==> src/design/txod_pkg.sv <==
// Package for the transmit offload block decoder.
// Assumes the block words arrive already fetched, byte offsets as in memory.
package txod_pkg;
   // Byte positions inside the block
   localparam logic [7:0] TXOD_OFS_SEG_LIMIT  = 8'h0e;
   localparam logic [7:0] TXOD_OFS_ACT_LO     = 8'h10;
   localparam logic [7:0] TXOD_OFS_MODE_LO    = 8'h12;
   localparam logic [7:0] TXOD_OFS_MODE_HI    = 8'h13;
   localparam logic [7:0] TXOD_OFS_TAG        = 8'h14;
   localparam logic [7:0] TXOD_OFS_NET_OFS    = 8'h16;
   localparam logic [7:0] TXOD_OFS_XPORT_OFS  = 8'h17;
   localparam logic [7:0] TXOD_OFS_TOTAL_PAY  = 8'h1e;
   // Mode byte bit positions
   localparam int TXOD_BIT_HW_PARSE   = 0;
   localparam int TXOD_BIT_TAG_INSERT = 1;
   localparam int TXOD_BIT_SCHED      = 4;
   localparam int TXOD_BIT_LARGE_SEND = 7;
   localparam int TXOD_RSV_HI         = 7;
   localparam int TXOD_RSV_LO         = 5;
   // Schedule field layout
   localparam int TXOD_STAMP_W        = 17;
   localparam int TXOD_WIN_W          = 3;
   // Tag insertion
   localparam logic [15:0] TXOD_TAG_TYPE  = 16'h8100;
   localparam logic [7:0]  TXOD_TAG_BYTES = 8'h04;
   localparam int TXOD_INS_W          = 32;
   // Zero and one constants
   localparam logic [15:0] TXOD_ZERO16    = 16'h0000;
   localparam logic [16:0] TXOD_ZERO17    = 17'h00000;
   localparam logic [16:0] TXOD_ONE17     = 17'h00001;
endpackage

==> src/design/txod_decode.sv <==
// Transmit offload block decoder: offsets, tag insert, scheduled send, large send.
// Assumes one block presented per load pulse and a frame path that answers seg_done.
//
// Overview of operation
// - Transport offset used unless hardware parses
// - Network offset used unless hardware parses
// - Offset excludes tag only when device inserts
// - Insert type 8100 then 16-bit tag
// - Mode bit 1 of byte 13 enables tag
// - Bit 4 of byte 13 selects scheduled release
// - Bit 0 clear: use supplied offsets, count
// - Bit 7 of byte 12 selects large send
// - Large send splits into separate frames
// - Full-size segments except remainder at end
// - Hold until scheduling counter reaches stamp
// - Parameters of a clear mode are ignored
`timescale 1ns/1ps
`default_nettype none
module txod_decode
   import txod_pkg::*;
(
   input  wire logic        mclk,
   input  wire logic        sys_rst,
   input  wire logic        blk_load,
   input  wire logic [7:0]  mode_lo,
   input  wire logic [7:0]  mode_hi,
   input  wire logic [15:0] segment_payload_limit,
   input  wire logic [19:0] sched_value,
   input  wire logic [15:0] tag_field,
   input  wire logic [7:0]  network_header_offset,
   input  wire logic [7:0]  transport_header_offset,
   input  wire logic [15:0] total_payload,
   input  wire logic [16:0] sched_counter,
   input  wire logic        seg_done,
   output logic             busy,
   output logic             seg_start,
   output logic [15:0]      seg_len,
   output logic             seg_last,
   output logic [15:0]      seg_index,
   output logic             tag_insert_bit,
   output logic [31:0]      tag_insert_word,
   output logic             use_sw_offsets,
   output logic [7:0]       net_ofs_out,
   output logic [7:0]       xport_ofs_out,
   output logic [15:0]      payload_count,
   output logic             hdr_rebuild,
   output logic [2:0]       sched_window,
   output logic             rsv_violation
);
   typedef enum logic [3:0]
   {
      TXOD_IDLE  = 4'b0001,
      TXOD_WAIT  = 4'b0010,
      TXOD_SEND  = 4'b0100,
      TXOD_FRAME = 4'b1000
   } txod_state_t;

   typedef struct packed
   {
      txod_state_t st;
      logic        lsend;
      logic        sched;
      logic        hwp;
      logic        tagen;
      logic [15:0] tag;
      logic [7:0]  nofs;
      logic [7:0]  tofs;
      logic [15:0] limit;
      logic [15:0] remain;
      logic [15:0] total;
      logic [16:0] stamp;
      logic [2:0]  win;
      logic [15:0] len;
      logic        last;
      logic [15:0] idx;
      logic        start;
      logic        rsv;
   } txod_regs_t;

   txod_regs_t  st_ff;
   txod_regs_t  nxt_st;
   logic [15:0] calc_len;
   logic        calc_last;

   txod_seg_calc txod_seg_calc_i
   (
      .remain   (st_ff.remain),
      .limit    (st_ff.limit),
      .seg_len  (calc_len),
      .last_seg (calc_last)
   );

   function automatic logic mode_bit(input logic [7:0] b, input int pos);
      mode_bit = b[pos];
   endfunction

   always_comb
   begin
      nxt_st       = st_ff;
      nxt_st.start = 1'b0;
      unique case (st_ff.st)
         TXOD_IDLE:
         begin
            if (blk_load)
            begin
               nxt_st.lsend = mode_bit(mode_lo, TXOD_BIT_LARGE_SEND);
               nxt_st.sched = mode_bit(mode_hi, TXOD_BIT_SCHED);
               nxt_st.hwp   = mode_bit(mode_hi, TXOD_BIT_HW_PARSE);
               nxt_st.tagen = mode_bit(mode_hi, TXOD_BIT_TAG_INSERT);
               nxt_st.rsv   = |mode_hi[TXOD_RSV_HI:TXOD_RSV_LO];
               // Clear mode discards its parameters
               nxt_st.tag   = nxt_st.tagen ? tag_field : TXOD_ZERO16;
               nxt_st.nofs  = nxt_st.hwp ? 8'h00 : network_header_offset;
               nxt_st.tofs  = nxt_st.hwp ? 8'h00 : transport_header_offset;
               nxt_st.limit = nxt_st.lsend ? segment_payload_limit : TXOD_ZERO16;
               nxt_st.total = (nxt_st.lsend || !nxt_st.hwp) ? total_payload : TXOD_ZERO16;
               nxt_st.remain = nxt_st.lsend ? total_payload : TXOD_ZERO16;
               nxt_st.stamp = nxt_st.sched ? sched_value[TXOD_STAMP_W-1:0] : TXOD_ZERO17;
               nxt_st.win   = nxt_st.sched ? sched_value[TXOD_STAMP_W+TXOD_WIN_W-1:TXOD_STAMP_W]
                                           : 3'h0;
               nxt_st.idx   = TXOD_ZERO16;
               nxt_st.st    = nxt_st.sched ? TXOD_WAIT : TXOD_SEND;
            end
         end
         TXOD_WAIT:
         begin
            if (sched_counter == st_ff.stamp)
               nxt_st.st = TXOD_SEND;
         end
         TXOD_SEND:
         begin
            nxt_st.start = 1'b1;
            if (st_ff.lsend)
            begin
               nxt_st.len    = calc_len;
               nxt_st.last   = calc_last;
               nxt_st.remain = st_ff.remain - calc_len;
            end
            else
            begin
               nxt_st.len  = st_ff.total;
               nxt_st.last = 1'b1;
            end
            nxt_st.st = TXOD_FRAME;
         end
         TXOD_FRAME:
         begin
            if (seg_done)
            begin
               if (st_ff.last)
                  nxt_st.st = TXOD_IDLE;
               else
               begin
                  nxt_st.idx = st_ff.idx + 16'h0001;
                  nxt_st.st  = TXOD_SEND;
               end
            end
         end
         default:
            nxt_st.st = TXOD_IDLE;
      endcase
   end

   always_ff @(posedge mclk)
   begin
      if (sys_rst)
         st_ff <= '{st: TXOD_IDLE, default: '0};
      else
         st_ff <= nxt_st;
   end

   assign busy            = (st_ff.st != TXOD_IDLE);
   assign seg_start       = st_ff.start;
   assign seg_len         = st_ff.len;
   assign seg_last        = st_ff.last;
   assign seg_index       = st_ff.idx;
   assign tag_insert_bit  = st_ff.tagen;
   assign tag_insert_word = st_ff.tagen ? {TXOD_TAG_TYPE, st_ff.tag} : '0;
   assign use_sw_offsets  = ~st_ff.hwp;
   // Memory-side offset already counts a stored tag; inserted one is not added
   assign net_ofs_out     = st_ff.nofs;
   assign xport_ofs_out   = st_ff.tofs;
   assign payload_count   = st_ff.total;
   assign hdr_rebuild     = st_ff.lsend;
   assign sched_window    = st_ff.win;
   assign rsv_violation   = st_ff.rsv;

   property p_sched_hold;
      @(posedge mclk) disable iff (sys_rst)
      (st_ff.st == TXOD_WAIT && sched_counter != st_ff.stamp)
      |=> (st_ff.st == TXOD_WAIT && !seg_start);
   endproperty
   a_sched_hold: assert property (p_sched_hold) else $error("early scheduled send");

   property p_sched_release;
      @(posedge mclk) disable iff (sys_rst)
      (st_ff.st == TXOD_WAIT && sched_counter == st_ff.stamp) |=> ##1 seg_start;
   endproperty
   a_sched_release: assert property (p_sched_release) else $error("no release");

   property p_seg_size;
      @(posedge mclk) disable iff (sys_rst)
      (seg_start && hdr_rebuild && !seg_last) |-> seg_len == st_ff.limit;
   endproperty
   a_seg_size: assert property (p_seg_size) else $error("bad segment size");

   property p_seg_next;
      @(posedge mclk) disable iff (sys_rst)
      (st_ff.st == TXOD_FRAME && seg_done && !seg_last)
      |=> ##1 (seg_start && seg_index == $past(seg_index, 2) + 16'h0001);
   endproperty
   a_seg_next: assert property (p_seg_next) else $error("segment not split");

   property p_tag_word;
      @(posedge mclk) disable iff (sys_rst)
      tag_insert_bit |-> tag_insert_word[TXOD_INS_W-1:16] == TXOD_TAG_TYPE;
   endproperty
   a_tag_word: assert property (p_tag_word) else $error("bad tag type");

   property p_no_tag;
      @(posedge mclk) disable iff (sys_rst)
      !tag_insert_bit |-> tag_insert_word == '0;
   endproperty
   a_no_tag: assert property (p_no_tag) else $error("tag without enable");

   property p_hw_ofs;
      @(posedge mclk) disable iff (sys_rst)
      !use_sw_offsets |-> (net_ofs_out == 8'h00 && xport_ofs_out == 8'h00);
   endproperty
   a_hw_ofs: assert property (p_hw_ofs) else $error("offsets not ignored");

   property p_sw_ofs;
      @(posedge mclk) disable iff (sys_rst)
      (st_ff.st == TXOD_IDLE && blk_load && !mode_hi[TXOD_BIT_HW_PARSE])
      |=> net_ofs_out == $past(network_header_offset)
          && xport_ofs_out == $past(transport_header_offset);
   endproperty
   a_sw_ofs: assert property (p_sw_ofs) else $error("offset not taken");

   property p_mode_ignore;
      @(posedge mclk) disable iff (sys_rst)
      (st_ff.st == TXOD_IDLE && blk_load && !mode_lo[TXOD_BIT_LARGE_SEND])
      |=> st_ff.limit == TXOD_ZERO16 && !hdr_rebuild;
   endproperty
   a_mode_ignore: assert property (p_mode_ignore) else $error("limit kept");
endmodule
`default_nettype wire

==> src/design/txod_seg_calc.sv <==
// Segment length calculator for large send.
// Assumes limit is nonzero when large send is active.
`timescale 1ns/1ps
`default_nettype none
module txod_seg_calc
(
   input  wire logic [15:0] remain,
   input  wire logic [15:0] limit,
   output logic      [15:0] seg_len,
   output logic             last_seg
);
   always_comb
   begin
      if (remain <= limit)
      begin
         seg_len  = remain;
         last_seg = 1'b1;
      end
      else
      begin
         seg_len  = limit;
         last_seg = 1'b0;
      end
   end
endmodule
`default_nettype wire

==> config.mk <==
export PLATFORM = sky130hd
export DESIGN_NAME = txod_decode
export DESIGN_NICKNAME = d
export VERILOG_FILES = /design/src/design/txod_pkg.sv /design/src/design/txod_decode.sv /design/src/design/txod_seg_calc.sv
export SDC_FILE = /design/constraint.sdc
export NUM_CORES = 1
export LEC_CHECK = 0
export CORE_MARGIN = 2
export CORE_UTILIZATION = 64
export DETAILED_ROUTE_END_ITERATION = 12
export DONT_BUFFER_PORTS = 1
export GPL_TIMING_DRIVEN = 1
export PLACE_DENSITY = 0.8
export SLEW_MARGIN = 20
export SYNTH_ARGS = -nofsm -noshare
export SYNTH_HDL_FRONTEND = slang
export SYNTH_SLANG_ARGS = --single-unit
==> constraint.sdc <==
create_clock -name mclk -period 4.86 [get_ports mclk]
set_clock_uncertainty 0.2 [all_clocks]
set_input_delay 0.729 -clock mclk [delete_from_list [all_inputs] [get_ports mclk]]
set_output_delay 0.729 -clock mclk [all_outputs]
set_load 0.03 [all_outputs]
Yosys cells after proc, flatten, opt, wreduce, memory -nomap -nowiden

Cells that the tools add are included.

Logic and storage cells: 67
Flip-flop bits (word level): 143
Input port bits: 121

Reduce and logical (&&, ||, !) cells: 9
$add $sub $neg: 2
Bitwise gates (word level): 1
Equality and inequality tests: 11
$lt $le $gt $ge: 1
Multiplexer cells: 25

Operators with widths:

| operator                | count |
|---|---|
| $mux W16                | 9 |
| $mux W108               | 1 |
| $pmux W16 S2            | 2 |
| $mux W17                | 2 |
| $mux W32                | 1 |
| $eq A17 B17 Y1          | 1 |
| $add A16 B1 Y16 const B | 1 |
| $le A16 B16 Y1          | 1 |
| $mux W8                 | 2 |
| $pmux W4 S4             | 1 |
| $sub A16 B16 Y16        | 1 |
| $ne A2 B2 Y1 const B    | 5 |
| $mux W3                 | 3 |
| $mux W4                 | 2 |
| $reduce_and A3 Y1       | 2 |
| $eq A4 B1 Y1 const B    | 1 |
| $eq A4 B2 Y1 const B    | 1 |
| $eq A4 B3 Y1 const B    | 1 |
| $eq A4 B4 Y1 const B    | 1 |
| $ne A4 B1 Y1 const B    | 1 |
| $reduce_and A4 Y1       | 1 |
| $reduce_bool A2 Y1      | 2 |
| $reduce_or A3 Y1        | 1 |
| $mux W1                 | 2 |
| other kinds (4)         | 4 |

Longest topological paths before layout

Depth in word-level cells: 5
Mapped depth: 22
Gate-level depth less buffers: 18

By module

A second synthesis with hierarchy kept.

Cell total of the unflattened synthesis: 1062
Area total of the unflattened synthesis: 8460.6 um2

Modules (own cells, without submodules):

| module        | seq. area each (um2) | cells an instance | instances | area an instance (um2) |
|---|---|---|---|---|
| txod_decode   | 2842.7               | 909               | 1         | 7392.1 |
| txod_seg_calc | 0.0                  | 153               | 1         | 1068.5 |

Worst setup path before layout

No wires, ideal clock.

Path type: reg-to-reg
Start: register st_ff[92] in the netlist's numbering
End: register st_ff[84] in the netlist's numbering
Clock period less this slack: 4.428 ns
Cell stages (with the launch flop): 21
Arrival: 4.084 ns
Library setup time: 0.145 ns
Path buffers: 4
Setup slack: 0.432 ns
Cells stage by stage: dfxtp_1 -> clkbuf_1 -> inv_1 -> ha_1 -> a21oi_1 -> o21ai_0 -> a2111o_1 -> o31a_1 -> buf_2 -> clkbuf_1 -> a21oi_1 -> ha_1 -> nor2b_1 -> o21ai_0 -> nor2b_1 -> clkbuf_1 -> mux2_2 -> o21ai_1 -> or4b_1 -> a31oi_1 -> a2111oi_0

Word-level cells in the longest chain between the ends: 5

RTL lines:

| what                   | line                | text |
|---|---|---|
| from (decl)            | txod_decode.sv:80   | `txod_regs_t st_ff;` |
| from (signal assigned) | txod_decode.sv:169  | `st_ff <= nxt_st;` |
| $le A16 B16 Y1         | txod_seg_calc.sv:14 | `if (remain <= limit)` |
| $mux W16 *             | txod_seg_calc.sv:14 |  |
| $sub A16 B16 Y16 *     | txod_decode.sv:137  | `nxt_st.remain = st_ff.remain - calc_len;` |
| $mux W16 *             | txod_decode.sv:133  | `if (st_ff.lsend)` |
| $pmux W16 S2 *         | txod_decode.sv:101  | `unique case (st_ff.st)` |

Mark *: on every way between the ends. The rest lies on a longest branch, timed or not. The select of a mux whose other input is x is not followed.
A chain may end at the register's enable or synchronous reset.

Worst setup path after layout

Start: register st_ff[97] in the netlist's numbering
End: register st_ff[84] in the netlist's numbering

The elaborated chain is that of the path after synthesis.

==> results.sh <==
export IMPL_cts_sinks=142
export IMPL_dpl_worst_slack_ns=0.285
export IMPL_crit_arrival_ns=4.59
export IMPL_reg2reg_from="st_ff[97]$_SDFFE_PP0P_"
export IMPL_hold_viol=0
export IMPL_die_area_um2=13500
export IMPL_port_buffers=0
export IMPL_viasPerCell=6.08
export IMPL_antenna_found_initial=0
export IMPL_layout_common_cells="dfxtp_1 (140), nand2_1 (126), a21oi_1 (116)"
export IMPL_finalPower_mw=4.20
export IMPL_nNetsFinal=1090
export IMPL_rr_worst_depth=18
export IMPL_r2r_slack_ns=0.32
export IMPL_hp_start="sys_rst"
export IMPL_synthArstFlopShare_pct=0
export IMPL_gr_usage_all_layers_pct=28.7
export IMPL_htreeDepth=4
export IMPL_grt_pass1_vias=6003
export IMPL_num_rows=41
export IMPL_cp_max_fo=7
export IMPL_wire_per_inst_um=17.7
export IMPL_power_leakage_nw=2.96
export IMPL_num_antenna_cells=0
export IMPL_criticalPathCategory="reg2reg"
export IMPL_drtPass1Iterations=5
export IMPL_critPathRequiredTime_ns=4.91
export IMPL_root_buffer="clkbuf_16"
export IMPL_synth_seq_area_share_pct=35.2
export IMPL_status="finished, final reports clean"
export IMPL_crit_path_end_kind="flip-flop"
export IMPL_grt_max_degree=129
export IMPL_clk_latency_ns=0.42
export IMPL_numCtsBuffers=17
export IMPL_dpl_cell_count=1097
export IMPL_post_route_drc_count=0
export IMPL_syn_inst=1049
export IMPL_placed_area_um2=7580
export IMPL_final_common_cell="dfxtp_1"
export IMPL_holdWs_ns=0.186
export IMPL_slew_headroom_pct=36.9
export IMPL_finalCritPeriodShare_pct=93.4
export IMPL_syn_area_um2=8080
export IMPL_routed_wl_um=20000
export IMPL_netlist_area_leader_share_pct=35.2
export IMPL_area_delta_synth_final_pct=1.50
export IMPL_cp_start_kind="flip-flop"
export IMPL_design_area_um2=8200
export IMPL_die_h_um=116
export IMPL_drive_gt1_share_pct=7.52
export IMPL_core_um2=12500
export IMPL_first_iter_violations=699
export IMPL_synth_largest_area_cell="dfxtp_1"
export IMPL_die_w_um=116
export IMPL_synth_enable_flop_cells=0
export IMPL_r2r_end="st_ff[84]$_SDFFE_PP0P_"
export IMPL_min_path_cells=1
export IMPL_cts_path_max_buffers=2
export IMPL_ant_nets=0
export IMPL_hold_path_end="seg_len[2]$_SDFFE_PP0P_"
export IMPL_grt_pass1_wl_um=30700
export IMPL_hold_path_class="in2reg"
export IMPL_max_freq_mhz=220
export IMPL_netlist_top_cells_area="dfxtp_1 (35%), buf_4 (7.7%), a21oi_1 (7.3%)"
export IMPL_start_util_pct=64.8
export IMPL_setup_viol=0
export IMPL_ir_drop_v=0.000258
export IMPL_cts_tree="yes"
export IMPL_ys_types=67
export IMPL_fin_cells=1129
export IMPL_maxCapViolCount=0
export IMPL_min_period_ns=4.54
export IMPL_setup_slack_ns=0.321
export IMPL_rsz0062_at_grt="no"
export IMPL_num_vias=6859
export IMPL_slew_violations=0
export IMPL_synth_yosys_warnings=0
export IMPL_power_density_nw_per_um2=512
export IMPL_setup_tns_ns=0
export IMPL_post_route_util_pct=65.8
export IMPL_synthFlopType="dfxtp_1"
export IMPL_synth_seq_cells=142
export IMPL_grt_overflow=0
export IMPL_dp_hpwl_um=14000
export IMPL_avgSynthCellArea_um2=7.70
export IMPL_worstMarginPinSlew_ns=0.946
export IMPL_place_gp_congestion=1.02
export IMPL_cts_clk_slew_worst_paths_ns=0.06
export IMPL_ios=227
-- cell families (layout without fill, tap and decap cells) --
kind of cell | Yosys count | after routing | synth area share (%)
buffers and inverters | 182 | 77 | 12.5
adders and majority gates | 29 | 29 | 4.45
and+or+nand+nor | 412 | 412 | 24.1
other | 1 | 14 | 0.0464
AOI/OAI and AO/OA | 235 | 235 | 18.4
muxes | 8 | 8 | 1.02
DFF | 142 | 142 | 35.2
xor gates and xnor gates | 40 | 40 | 4.34
-- worst max path at each step --
stage / slack, ns / startpoint / endpoint
finish: 0.32 / st_ff[97]$_SDFFE_PP0P_ / st_ff[84]$_SDFFE_PP0P_
global placement: 0.40 / st_ff[94]$_SDFFE_PP0P_ / st_ff[84]$_SDFFE_PP0P_
detailed placement: 0.28 / st_ff[94]$_SDFFE_PP0P_ / st_ff[84]$_SDFFE_PP0P_
CTS: 0.25 / st_ff[102]$_SDFFE_PP0P_ / st_ff[84]$_SDFFE_PP0P_
global route: 0.004 / st_ff[94]$_SDFFE_PP0P_ / st_ff[84]$_SDFFE_PP0P_
floorplan: 0.43 / st_ff[92]$_SDFFE_PP0P_ / st_ff[84]$_SDFFE_PP0P_
-- registers in the layout (all words and copies together), names as in the netlist --
name and cells:
hdr_rebuild 1, net_ofs_out 8, payload_count 16, rsv_violation 1
sched_window 3, seg_index 16, seg_last 1, seg_len 16
seg_start 1, st_ff 70, tag_insert_bit 1, xport_ofs_out 8
-- power by group --
group	total, mW	switching (mW)	leakage, nW	internal [mW]
combinational	1.51	0.938	1.52	0.572
sequential	1.41	0.153	1.16	1.25
clock	1.29	0.493	0.279	0.794
-- metal layers --
layer	up-vias	GRT usage, %	wire [µm]
met3	30	9.03	2270
met1	3146	40.9	8720
met4	0	10.4	369
met5	-	0	0
li1	3333	-	-
met2	350	40.9	8600
-- cell usage after synthesis (18+ instances only) --
library cell  number
nand2_1          127
clkbuf_1          57
o21ai_0           25
xor2_1            25
ha_1              23
dfxtp_1          142
nand3_1           60
buf_4             83
a21oi_1          117
and2_1            19
inv_1             28
nor3_1            19
nand3b_1          18
nor2_1           104
-- area by class of cell --
type / instances / area [µm²]
clock inverters: 9 / 110
inverters: 28 / 105
well taps: 172 / 215
flip-flops and latches: 142 / 2850
clock buffers: 22 / 474
multi-input cells: 738 / 4310
fillers: 1099 / 4270
repair buffers: 18 / 139
-- critical path, cell delays in order, from the launching register on --
cell and delay [ns]:
dfxtp_1 0.45, inv_1 0.15, ha_1 0.30, nand2_1 0.09, nor4_2 0.33, a21boi_2 0.31, o31a_1 0.35, nor2_1 0.10
a21oi_2 0.16, ha_1 0.24, nor2b_1 0.13, o21ai_1 0.17, and3b_1 0.25, o22ai_1 0.08, a31oi_1 0.24, o21ai_2 0.12
or4b_1 0.47, a31oi_1 0.17, a2111oi_0 0.08
-- what timing repair did --
| item | 4_1_cts | 5_1_grt |
|---|---|---|
| setup buffers | 0 | 1 |
| setup endpoints to repair | 0 | 7 |
| gates resized for setup | 0 | 10 |
| hold buffers | 0 | 0 |
(Power assumes the default switching activity.)
